==> src/hdl/fws_pkg.sv <==
// Package for the flash write-status host controller.
// Assumes an AXI4-Lite master and a parallel NOR flash on the far side.
package fws_pkg;
  // ----------------------------------------
  // Register map (one 32-bit word each)
  // ----------------------------------------
  localparam logic [7:0] REG_CTRL = 8'h00;
  localparam logic [7:0] REG_ADDR = 8'h04;
  localparam logic [7:0] REG_DATA = 8'h08;
  localparam logic [7:0] REG_STAT = 8'h0C;
  localparam logic [7:0] REG_RDAT = 8'h10;
  // CTRL fields
  localparam int CTRL_GO = 0;
  localparam int CTRL_ERASE = 1;
  localparam int CTRL_SUSP = 2;
  // STAT fields
  localparam int ST_BUSY = 0;
  localparam int ST_DONE = 1;
  localparam int ST_FAIL = 2;
  localparam int ST_RB = 3;
  // Flash status byte bit positions
  localparam int POLL_BIT = 7;
  localparam int TOG1_BIT = 6;
  localparam int FAIL_BIT = 5;
  localparam int TOG2_BIT = 2;
  // Commands and bus responses
  localparam logic [7:0] CMD_RESET = 8'hF0;
  localparam logic [7:0] CMD_SUSPEND = 8'hB0;
  localparam logic [1:0] RESP_OKAY = 2'h0;
  localparam logic [1:0] RESP_SLVERR = 2'h2;
  // Flash cycle timing
  localparam int T_STROBE_NS = 50;
  localparam int CLK_NS = 5;
  localparam int STROBE_CYC = (T_STROBE_NS + CLK_NS - 1) / CLK_NS;

  typedef enum logic [7:0] {
    S_IDLE = 8'h01, S_WR = 8'h02, S_RD1 = 8'h04, S_RD2 = 8'h08,
    S_RD3 = 8'h10, S_RST = 8'h20, S_FIN = 8'h40, S_RDA = 8'h80
  } fws_state_t;

  typedef struct packed {
    logic [21:0] addr;
    logic [7:0] dout;
    logic dout_en;
    logic ce_n;
    logic oe_n;
    logic we_n;
  } fws_pins_t;
endpackage

==> src/hdl/fws_host.sv <==
// Host controller that runs the write-status polling procedure of a NOR flash.
// Assumes an AXI4-Lite master; the flash answers reads within STROBE_CYC cycles.
// ----------------------------------------
// Summary of operation
// ----------------------------------------
`timescale 1ns/1ps
module fws_host import fws_pkg::*; #(
  parameter int ADDR_W = 22
) (
  input wire logic I_CLK,
  input wire logic I_SYS_RST,
  input wire logic [7:0] I_AWADDR,
  input wire logic I_AWVALID,
  output logic O_AWREADY,
  input wire logic [31:0] I_WDATA,
  input wire logic [3:0] I_WSTRB,
  input wire logic I_WVALID,
  output logic O_WREADY,
  output logic [1:0] O_BRESP,
  output logic O_BVALID,
  input wire logic I_BREADY,
  input wire logic [7:0] I_ARADDR,
  input wire logic I_ARVALID,
  output logic O_ARREADY,
  output logic [31:0] O_RDATA,
  output logic [1:0] O_RRESP,
  output logic O_RVALID,
  input wire logic I_RREADY,
  output logic [21:0] O_FL_ADDR,
  output logic [7:0] O_FL_DQ,
  output logic O_FL_DQ_OE,
  input wire logic [7:0] I_FL_DQ,
  output logic O_FL_CE_N,
  output logic O_FL_OE_N,
  output logic O_FL_WE_N,
  input wire logic I_FL_READY_BUSY
);
  if (ADDR_W != 22) begin : g_bad_addr_w
    $error("ADDR_W must be 22");
  end
  // ----------------------------------------
  // Registers and bus slave
  // ----------------------------------------
  logic [2:0] ctrl_r, ctrl_nxt;
  logic [21:0] addr_r, addr_nxt;
  logic [7:0] data_r, data_nxt;
  logic done_r, done_nxt, fail_r, fail_nxt;
  logic [7:0] rdat_r, rdat_nxt;
  logic aw_r, aw_nxt, w_r, w_nxt, bv_r, bv_nxt, ar_r, ar_nxt, rv_r, rv_nxt;
  logic [7:0] awa_r, awa_nxt;
  logic awrdy_r, awrdy_nxt, wrdy_r, wrdy_nxt;
  logic [31:0] wd_r, wd_nxt, rd_r, rd_nxt;
  logic [1:0] br_r, br_nxt, rr_r, rr_nxt;
  fws_state_t st_r, st_nxt;
  fws_pins_t pin_r, pin_nxt;
  logic [7:0] cnt_r, cnt_nxt, s1_r, s1_nxt;
  logic rb_r;
  logic busy;
  assign busy = (st_r != S_IDLE);

  always_comb begin
    aw_nxt = aw_r;
    awa_nxt = awa_r;
    w_nxt = w_r;
    wd_nxt = wd_r;
    bv_nxt = bv_r;
    br_nxt = br_r;
    ar_nxt = 1'b0;
    rv_nxt = rv_r;
    rd_nxt = rd_r;
    rr_nxt = rr_r;
    ctrl_nxt = ctrl_r;
    addr_nxt = addr_r;
    data_nxt = data_r;
    if (I_AWVALID && !aw_r && !bv_r) begin
      aw_nxt = 1'b1;
      awa_nxt = I_AWADDR;
    end
    if (I_WVALID && !w_r && !bv_r) begin
      w_nxt = 1'b1;
      wd_nxt = I_WDATA;
    end
    if (aw_r && w_r) begin
      aw_nxt = 1'b0;
      w_nxt = 1'b0;
      bv_nxt = 1'b1;
      br_nxt = RESP_OKAY;
      if (awa_r == REG_CTRL) begin
        if (!busy && wd_r[CTRL_GO]) ctrl_nxt = wd_r[2:0];
        else if (busy && wd_r[CTRL_SUSP] && ctrl_r[CTRL_ERASE]) ctrl_nxt[CTRL_SUSP] = 1'b1;
        else br_nxt = RESP_SLVERR;
      end else if (awa_r == REG_ADDR) begin
        addr_nxt = wd_r[21:0];
      end else if (awa_r == REG_DATA) begin
        data_nxt = wd_r[7:0];
      end else begin
        br_nxt = RESP_SLVERR;
      end
    end
    if (bv_r && I_BREADY) bv_nxt = 1'b0;
    if (st_r == S_FIN && (done_r || fail_r)) ctrl_nxt[CTRL_GO] = 1'b0;
    if (st_r == S_WR && cnt_r == 8'h00) ctrl_nxt[CTRL_SUSP] = 1'b0;
    if (I_ARVALID && !ar_r && !rv_r) begin
      ar_nxt = 1'b1;
      rr_nxt = RESP_OKAY;
      if (I_ARADDR == REG_CTRL) rd_nxt = {29'h0, ctrl_r};
      else if (I_ARADDR == REG_ADDR) rd_nxt = {10'h0, addr_r};
      else if (I_ARADDR == REG_DATA) rd_nxt = {24'h0, data_r};
      else if (I_ARADDR == REG_STAT) rd_nxt = {28'h0, rb_r, fail_r, done_r, busy};
      else if (I_ARADDR == REG_RDAT) rd_nxt = {24'h0, rdat_r};
      else begin
        rd_nxt = 32'h0;
        rr_nxt = RESP_SLVERR;
      end
    end
    if (ar_r) rv_nxt = 1'b1; // Answer only after the address handshake
    if (rv_r && I_RREADY) rv_nxt = 1'b0;
    awrdy_nxt = !aw_nxt && !bv_nxt;
    wrdy_nxt = !w_nxt && !bv_nxt;
  end
  // ----------------------------------------
  // Polling sequencer
  // ----------------------------------------
  always_comb begin
    st_nxt = st_r;
    pin_nxt = pin_r;
    cnt_nxt = cnt_r;
    s1_nxt = s1_r;
    done_nxt = done_r;
    fail_nxt = fail_r;
    rdat_nxt = rdat_r;
    if (cnt_r != 8'h00) cnt_nxt = cnt_r - 8'h01;
    case (st_r)
      S_IDLE: begin
        pin_nxt.ce_n = 1'b1;
        pin_nxt.oe_n = 1'b1;
        pin_nxt.we_n = 1'b1;
        pin_nxt.dout_en = 1'b0;
        if (ctrl_r[CTRL_GO] && !bv_r) begin
          pin_nxt.addr = addr_r;
          done_nxt = 1'b0;
          fail_nxt = 1'b0;
          st_nxt = S_RD1;
          cnt_nxt = STROBE_CYC[7:0];
          pin_nxt.ce_n = 1'b0;
          pin_nxt.oe_n = 1'b0;
        end
      end
      S_WR: begin
        if (cnt_r == 8'h00) begin
          pin_nxt.we_n = 1'b1; // Chip select and data held past the strobe
          st_nxt = S_FIN;
        end
      end
      S_RD1, S_RD2, S_RD3, S_RDA: begin
        if (ctrl_r[CTRL_SUSP] && st_r != S_RDA) begin
          pin_nxt.oe_n = 1'b1;
          pin_nxt.dout = CMD_SUSPEND;
          pin_nxt.dout_en = 1'b1;
          pin_nxt.we_n = 1'b0;
          cnt_nxt = STROBE_CYC[7:0];
          st_nxt = S_WR;
        end else if (cnt_r == 8'h00 && pin_r.oe_n) begin
          pin_nxt.oe_n = 1'b0; // Gap between reads lets the device toggle
          cnt_nxt = STROBE_CYC[7:0];
        end else if (cnt_r == 8'h00) begin
          pin_nxt.oe_n = 1'b1;
          cnt_nxt = STROBE_CYC[7:0];
          s1_nxt = I_FL_DQ;
          if (st_r == S_RD1) st_nxt = S_RD2;
          else if (st_r == S_RDA) begin
            rdat_nxt = I_FL_DQ;
            done_nxt = 1'b1;
            st_nxt = S_FIN;
          end else if (I_FL_DQ[TOG1_BIT] == s1_r[TOG1_BIT]) st_nxt = S_RDA;
          else if (I_FL_DQ[FAIL_BIT] && st_r == S_RD3) begin
            fail_nxt = 1'b1;
            pin_nxt.oe_n = 1'b1;
            pin_nxt.dout = CMD_RESET;
            pin_nxt.dout_en = 1'b1;
            pin_nxt.we_n = 1'b0;
            st_nxt = S_WR;
          end else if (I_FL_DQ[FAIL_BIT]) st_nxt = S_RD3;
          else st_nxt = S_RD2;
        end
      end
      S_FIN: begin
        pin_nxt.dout_en = 1'b0;
        pin_nxt.ce_n = 1'b1;
        pin_nxt.oe_n = 1'b1;
        if (ctrl_r[CTRL_GO] && !done_r && !fail_r) begin
          st_nxt = S_RD1; // Resume after a suspend write
          pin_nxt.ce_n = 1'b0;
          pin_nxt.oe_n = 1'b0;
          cnt_nxt = STROBE_CYC[7:0];
        end else st_nxt = S_IDLE;
      end
      default: st_nxt = S_IDLE;
    endcase
  end

  always_ff @(posedge I_CLK) begin
    if (I_SYS_RST) begin
      ctrl_r <= 3'h0;
      addr_r <= 22'h0;
      data_r <= 8'h0;
      done_r <= 1'b0;
      fail_r <= 1'b0;
      rdat_r <= 8'h0;
      aw_r <= 1'b0;
      awa_r <= 8'h0;
      w_r <= 1'b0;
      wd_r <= 32'h0;
      bv_r <= 1'b0;
      br_r <= 2'h0;
      ar_r <= 1'b0;
      rv_r <= 1'b0;
      rd_r <= 32'h0;
      rr_r <= 2'h0;
      st_r <= S_IDLE;
      pin_r <= '{addr: 22'h0, dout: 8'h0, dout_en: 1'b0, ce_n: 1'b1, oe_n: 1'b1, we_n: 1'b1};
      cnt_r <= 8'h0;
      s1_r <= 8'h0;
      rb_r <= 1'b1;
      awrdy_r <= 1'b1;
      wrdy_r <= 1'b1;
    end else begin
      ctrl_r <= ctrl_nxt;
      addr_r <= addr_nxt;
      data_r <= data_nxt;
      done_r <= done_nxt;
      fail_r <= fail_nxt;
      rdat_r <= rdat_nxt;
      aw_r <= aw_nxt;
      awa_r <= awa_nxt;
      w_r <= w_nxt;
      wd_r <= wd_nxt;
      bv_r <= bv_nxt;
      br_r <= br_nxt;
      ar_r <= ar_nxt;
      rv_r <= rv_nxt;
      rd_r <= rd_nxt;
      rr_r <= rr_nxt;
      st_r <= st_nxt;
      pin_r <= pin_nxt;
      cnt_r <= cnt_nxt;
      s1_r <= s1_nxt;
      rb_r <= I_FL_READY_BUSY;
      awrdy_r <= awrdy_nxt;
      wrdy_r <= wrdy_nxt;
    end
  end

  assign O_AWREADY = awrdy_r;
  assign O_WREADY = wrdy_r;
  assign O_BVALID = bv_r;
  assign O_BRESP = br_r;
  assign O_ARREADY = ar_r;
  assign O_RVALID = rv_r;
  assign O_RDATA = rd_r;
  assign O_RRESP = rr_r;
  assign O_FL_ADDR = pin_r.addr;
  assign O_FL_DQ = pin_r.dout;
  assign O_FL_DQ_OE = pin_r.dout_en;
  assign O_FL_CE_N = pin_r.ce_n;
  assign O_FL_OE_N = pin_r.oe_n;
  assign O_FL_WE_N = pin_r.we_n;
  // ----------------------------------------
  // Assertions
  // ----------------------------------------
  property p_fail_reset;
    @(posedge I_CLK) disable iff (I_SYS_RST) $rose(fail_r) |-> !O_FL_WE_N && O_FL_DQ == CMD_RESET;
  endproperty
  a_fail_reset: assert property (p_fail_reset) else $error("no reset after failure");
  property p_no_drive_read;
    @(posedge I_CLK) disable iff (I_SYS_RST) !O_FL_OE_N |-> !O_FL_DQ_OE && O_FL_WE_N;
  endproperty
  a_no_drive_read: assert property (p_no_drive_read) else $error("bus clash");
  property p_done_two_reads;
    @(posedge I_CLK) disable iff (I_SYS_RST) $rose(done_r) |-> $past(st_r) == S_RDA;
  endproperty
  a_done_two_reads: assert property (p_done_two_reads) else $error("done without data read");
  property p_susp_erase;
    @(posedge I_CLK) disable iff (I_SYS_RST) $rose(ctrl_r[CTRL_SUSP]) |-> ctrl_r[CTRL_ERASE];
  endproperty
  a_susp_erase: assert property (p_susp_erase) else $error("suspend outside erase");
  property p_fail_recheck;
    @(posedge I_CLK) disable iff (I_SYS_RST) $rose(fail_r) |-> $past(st_r) == S_RD3;
  endproperty
  a_fail_recheck: assert property (p_fail_recheck) else $error("fail without recheck");
  property p_start_double;
    @(posedge I_CLK) disable iff (I_SYS_RST) $past(st_r) == S_IDLE && st_r != S_IDLE |-> st_r == S_RD1;
  endproperty
  a_start_double: assert property (p_start_double) else $error("start skipped first read");
  property p_addr_hold;
    @(posedge I_CLK) disable iff (I_SYS_RST) st_r == S_RD2 |-> $stable(O_FL_ADDR);
  endproperty
  a_addr_hold: assert property (p_addr_hold) else $error("poll address moved");
  property p_rb_follow;
    @(posedge I_CLK) disable iff (I_SYS_RST) ##1 rb_r == $past(I_FL_READY_BUSY);
  endproperty
  a_rb_follow: assert property (p_rb_follow) else $error("ready busy not tracked");
  c_done: cover property (@(posedge I_CLK) $rose(done_r));
  c_fail: cover property (@(posedge I_CLK) $rose(fail_r));
  c_susp: cover property (@(posedge I_CLK) st_r == S_WR && O_FL_DQ == CMD_SUSPEND);
endmodule // fws_host

==> config.mk <==
export PLATFORM = sky130hd
export DESIGN_NAME = fws_host
export DESIGN_NICKNAME = d
export VERILOG_FILES = /design/src/hdl/fws_pkg.sv /design/src/hdl/fws_host.sv
export SDC_FILE = /design/constraint.sdc
export NUM_CORES = 1
export LEC_CHECK = 0
export BUFFER_PORTS_ARGS = -buffer_cell sky130_fd_sc_hd__buf_2
export CAP_MARGIN = 20
export CELL_PAD_IN_SITES_DETAIL_PLACEMENT = 1
export CELL_PAD_IN_SITES_GLOBAL_PLACEMENT = 1
export CORE_MARGIN = 5
export CORE_UTILIZATION = 40
export DETAILED_ROUTE_END_ITERATION = 10
export PLACE_DENSITY_LB_ADDON = 0.1
export SLEW_MARGIN = 20
export SYNTH_ARGS = -nofsm -noshare
export SYNTH_HDL_FRONTEND = slang
export SYNTH_SLANG_ARGS = --single-unit
export TNS_END_PERCENT = 20
==> constraint.sdc <==
create_clock -name I_CLK -period 2.4 [get_ports I_CLK]
set_input_delay 0.36 -clock I_CLK [delete_from_list [all_inputs] [get_ports I_CLK]]
set_output_delay 0.36 -clock I_CLK [all_outputs]
set_load 0.01 [all_outputs]
# Word level (Yosys, flattened, before mapping)
# Index checks and enable logic that the tools add are counted.
[op_classes] addsub=1 n_eq_ne=37 n_mux=80 bitwise_logic=5 n_reduce_logical=65
[ops] op="$mux 8" n=18
[ops] op="$mux 9" n=7
[ops] op="$mux 22" n=2
[ops] op="$eq 8x4->1 const B" n=4
[ops] op="$pmux 8 s4" n=1
[ops] op="$mux 1" n=29
[ops] op="$mux 2" n=14
[ops] op="$ne 2x2->1 const B" n=13
[ops] op="$eq 8x3->1 const B" n=3
[ops] op="$logic_not 8->1" n=3
[ops] op="$pmux 8 s3" n=1
[ops] op="$logic_and 1x1->1" n=22
[ops] op="$reduce_and 7->1" n=3
[ops] op="$ne 3x3->1 const B" n=6
[ops] op="$eq 8x5->1 const B" n=2
[ops] op="$reduce_and 4->1" n=3
[ops] op="$reduce_bool 2->1" n=6
[ops] op="$logic_not 1->1" n=11
[ops] op="$reduce_and 3->1" n=3
[ops] op="$reduce_and 9->1" n=1
[ops] op="$eq 8x1->1 const B" n=1
[ops] op="$eq 8x2->1 const B" n=1
[ops] op="$eq 8x7->1 const B" n=1
[ops] op="$eq 8x8->1 const B" n=1
[ops] op="other kinds (19)" n=32
[totals] regBits=174 inputBits=68 out_inout_bits=75 wordCells=218

# Depth between registers and ports, before layout
[depth] word_depth=10 depth_mapped=8 mapped_depth_nobuf=8

# Worst setup path before layout
# No wires, ideal clock.
[synth_timing] path_kind="input to register" startpoint="input port I_ARADDR[0]" endpoint="register rd_r[15], in the netlist O_RDATA[15]" setup_time_ns=0.065 arrival_time_ns=1.785 required_ns=2.335 slack_ns=0.550 path_stages=7 n_path_buf=2 cell_sequence="or4_1 > nor3_2 > and4b_1 > clkbuf_1 > buf_4 > a22oi_1 > nor2_1"
[synth_via] elab_chain_len=3 word_cells_on_any_way=4 cone_classes="1 x eq/ne; 2 x mux; 1 x reduce/logical"
[synth_rtl] element="start, declared" line_no="fws_host.sv:22" source="input wire logic [7:0] I_ARADDR,"
[synth_rtl] element="$eq 8x3->1" line_no="fws_host.sv:107" source="else if (I_ARADDR == REG_ADDR) rd_nxt = {10'h0, addr_r};"
[synth_rtl] element="$mux 22" line_no="fws_host.sv:107"
[synth_rtl] element="$mux 22 *" line_no="fws_host.sv:106" source="if (I_ARADDR == REG_CTRL) rd_nxt = {29'h0, ctrl_r};"
[synth_rtl] element="end signal, assigned" line_no="fws_host.sv:242" source="rd_r <= rd_nxt;"
[synth_rtl] element="end, declared" line_no="fws_host.sv:52" source="logic [31:0] wd_r, wd_nxt, rd_r, rd_nxt;"
# Every way passes the cells marked *; elsewhere a longest branch is shown, timed or not.
# A chain may end at the register's enable or synchronous reset.

# Worst setup path in the final report
[layout_timing] startpoint="register st_r[4]" endpoint="register st_r[7]"
[layout_via] elab_chain_len=7 word_cells_on_any_way=21 cone_classes="12 x eq/ne; 6 x mux; 3 x reduce/logical"
[layout_rtl] element="start, declared" line_no="fws_host.sv:54" source="fws_state_t st_r, st_nxt;"
[layout_rtl] element="start signal, assigned" line_no="fws_host.sv:244" source="st_r <= st_nxt;"
[layout_rtl] element="$eq 8x8->1" line_no="fws_host.sv:133, fws_host.sv:171"
[layout_rtl] element="$mux 8" line_no="fws_host.sv:171" source="else if (st_r == S_RDA) begin"
[layout_rtl] element="$mux 8" line_no="fws_host.sv:170" source="if (st_r == S_RD1) st_nxt = S_RD2;"
[layout_rtl] element="$mux 8" line_no="fws_host.sv:166" source="end else if (cnt_r == 8'h00) begin"
[layout_rtl] element="$mux 8" line_no="fws_host.sv:163" source="end else if (cnt_r == 8'h00 && pin_r.oe_n) begin"
[layout_rtl] element="$mux 8" line_no="fws_host.sv:156" source="if (ctrl_r[CTRL_SUSP] && st_r != S_RDA) begin"
[layout_rtl] element="$pmux 8 s4" line_no="fws_host.sv:133" source="case (st_r)"
# Several ways; a longest one is shown, not always the timed one. The select of a mux whose other input is x is not followed.

==> impl_metrics.csv <==
group,metric,value,unit
run_status,status,"finished clean",
worst_setup_path,critPathArrivalTime,2.58,ns
yosys,synth_top_area_share,47.9,%
floorplan,fp.dieW,135,µm
worst_setup_path,cp-start-kind,"flop",
place,globalplace.congestion,0.925,
worst_setup_path,crit_chain,"xor2_2 -> o2111ai_1 -> a21oi_2 -> o22ai_2 -> nand2_1 -> o41ai_1",
hold_path,hold_class,"input pin to flop",
flow_run,cap_violations,0,
power,powerDensity,863,nW/µm²
worst_setup_path,timing.rr.start,"st_r[4]",
worst_setup_path,cpPeakStageDelay,0.55,ns
route,vias,5612,
yosys,syn_inst,742,
worst_setup_path,crit_path_end_kind,"flop",
floorplan,start_util,40.8,%
yosys,synth_edf_count,0,
worst_setup_path,required,2.70,ns
power,ir_drop,0.512,mV
route,wl_per_cell,17.4,µm
place,io_buffer_count,112,
sta,slew_headroom,57.6,%
worst_setup_path,crit_family,"compound AO/OA/AOI/OAI gates",
finish,drive_gt1_share,21.3,%
clock_tree,clk_pin_slew,0.06,ns
floorplan,die-area,18200,µm²
yosys,ys.flop_type,"dfxtp_1",
yosys,synth_cell_type_count,68,
worst_setup_path,worst-setup-path-type,"flop to flop",
yosys,ys_seq_area_share,47.9,%
place,placed_area,6930,µm²
finish,fillCellCount,1852,
yosys,yosys_warnings,0,
worst_setup_path,cpMaxStageDelayCell,"dfxtp_1",
route,viasPerCell,5.26,
grt,first_global_vias,5875,
floorplan,die_y,135,µm
worst_setup_path,crit_buf_inv,0,
sta,post-route-period-util,94.9,%
route,post-route-drc-count,0,
sta,setup_viol,0,
grt,antenna_found_initial,0,
sta,fin_crit,2.28,ns
grt,gr-usage-all-layers,20.5,%
sta,fmax,439,MHz
sta,hold_violations,0,
yosys,syn_avg_cell_area,8.39,µm²
clock_tree,clock_latency,0.42,ns
power,power_leakage,3.05,nW
finish,syn2layout_area_growth,20.9,%
grt,grt-ovfl-total,0,
yosys,async_reset_ff_share,0,%
route,routed_wl,18.5,mm
yosys,synthTopCellsByCount,"nand2_1 (169), dfxtp_1 (149), a21oi_1 (89)",
grt,grt_max_degree,75,
route,drtIter0Drc,272,
worst_setup_path,critPathMaxFanout,9,
place,dp_hpwl,13.4,mm
finish,finish.utilization,49.3,%
worst_setup_path,reg2reg_depth,6,
floorplan,num_io_pins,143,
hold_path,hold_depth,2,
hold_path,hold_end,"rb_r",
clock_tree,cts_buffers,17,
yosys,synth_area_leaders,"dfxtp_1 (48%), nand2_1 (10%), a21oi_1 (7.2%)",
sta,final.setup.tns,0,ns
clock_tree,ctsHtreeMaxLevel,4,
finish,n_antenna_cell,0,
route,first_pass_iters,5,
yosys,synth_area,6230,µm²
clock_tree,cts_root_buf,"clkbuf_16",
sta,fin_skew,0.0106,ns
yosys,ys_ff_latch,149,
sta,tightest_slew,0.633,ns
hold_path,hold_start,"I_FL_READY_BUSY",
worst_setup_path,worst-r2r-setup-slack,0.12,ns
finish,fin_area,7530,µm²
floorplan,rows,45,
worst_setup_path,r2r_end,"st_r[7]",
grt,grt_pass1_wl,30.0,mm
route,ant_nets,0,
floorplan,core_area,15300,µm²
finish,fin_nets,913,
yosys,yosysMostFrequentCell,"nand2_1",
clock_tree,clockBufferDepth,2,
sta,drv_slew,0,
clock_tree,postCtsSetupBuffers,0,
clock_tree,cts_tree,"yes",
power,power,6.49,mW
clock_tree,cts.sinks,149,
yosys,yosys.area.top_type,"dfxtp_1",
sta,rsz0062_at_grt,"false",
worst reg2reg max path: cells and delay by family (launching register included):
kind / cells / cell delay [ns]
compound gates: 4 / 1.29
flops: 1 / 0.55
simple gates: 1 / 0.18
xor+xnor: 1 / 0.15
how the worst max path moves through the flow:
stage           startpoint           to  slack [ns]  cells after the start
6_report           st_r[4]      st_r[7]        0.12                      6
5_1_grt            st_r[4]      st_r[7]       0.002                      6
4_1_cts            st_r[2]      st_r[7]        0.09                      6
3_5_place_dp       st_r[2]      st_r[7]        0.11                      6
3_3_place_gp       st_r[6]     cnt_r[6]        0.29                      5
2_1_floorplan  I_ARADDR[0]  O_RDATA[15]        0.55                      7
cells by family (layout without fill, tap and decap cells):
| group | after synthesis | in the layout | share of synthesized area, % |
|---|---|---|---|
| mux | 30 | 30 | 4.84 |
| simple gates | 309 | 309 | 22.2 |
| buf+inv | 74 | 172 | 6.03 |
| flops | 149 | 149 | 47.9 |
| xor+xnor | 9 | 9 | 1.39 |
| fa+ha+maj | 3 | 3 | 0.603 |
| other cells | 1 | 16 | 0.0602 |
| compound gates | 167 | 167 | 17.0 |
final cells by class:
type                            count  area, µm²  area share, %
Inverter                           12       45.0          0.598
Clock inverter                     13        145           1.93
Multi-Input combinational cell    534       2940           39.0
Tap cell                          211        264           3.51
Sequential cell                   149       2980           39.6
Timing Repair Buffer              128        708           9.41
Clock buffer                       19        443           5.88
layer usage:
| layer | track usage, % | routed length [µm] | vias to the layer above |
|---|---|---|---|
| li1 | - | - | 2719 |
| met3 | 5.37 | 1020 | 23 |
| met2 | 34.0 | 8850 | 152 |
| met5 | 0 | 0 | - |
| met4 | 7.18 | 349 | 0 |
| met1 | 25.8 | 8270 | 2718 |
report_power, final:
| group | switching (mW) | internal, mW |
|---|---|---|
| Clock | 1.10 | 1.57 |
| Sequential | 0.130 | 2.61 |
| Combinational | 0.665 | 0.419 |
layout by cell type, fill, tap and decap left out, types with 4 or more instances in the layout:
cell | Yosys | routed
nor3_1 | 15 | 14
buf_4 | 22 | 15
nor2b_1 | 5 | 5
inv_6 | 0 | 4
nand2b_1 | 7 | 7
buf_2 | 6 | 111
a22o_1 | 4 | 4
clkbuf_16 | 0 | 17
and2_1 | 4 | 4
nor2_1 | 69 | 68
a211oi_1 | 5 | 5
a22oi_1 | 19 | 19
mux2i_1 | 29 | 29
conb_1 | 1 | 16
nand3_1 | 7 | 7
a31oi_1 | 7 | 7
xor2_1 | 6 | 6
o21ai_0 | 13 | 13
dfxtp_1 | 149 | 148
nand2_1 | 169 | 169
a21oi_1 | 89 | 89
inv_1 | 11 | 11
sequential cells by signal (all words and copies together) (netlist names), 2 cells and up:
signal,flops
wd_r,22
ctrl_r,3
cnt_r,8
data_r,8
rdat_r,8
st_r,7
O_FL_ADDR,22
awa_r,8
O_FL_DQ,2
O_RDATA,22
addr_r,22
repair_timing:
action | 4_1_cts | 5_1_grt
hold buffers | 0 | 0
setup endpoints to repair | 0 | 3
resized for setup | 0 | 3
per-stage QoR:
step / hold slack, ns / setup WS (ns) / cells
global route: 0.106 / 0.00186 / 1066
floorplan: 0.437 / 0.550 / 757
detailed placement: 0.447 / 0.114 / 1034
finish: 0.116 / 0.121 / 1066
global placement: 0.438 / 0.287 / 1034
CTS: 0.102 / 0.0884 / 1066
Power figures use the tool's default switching activity.
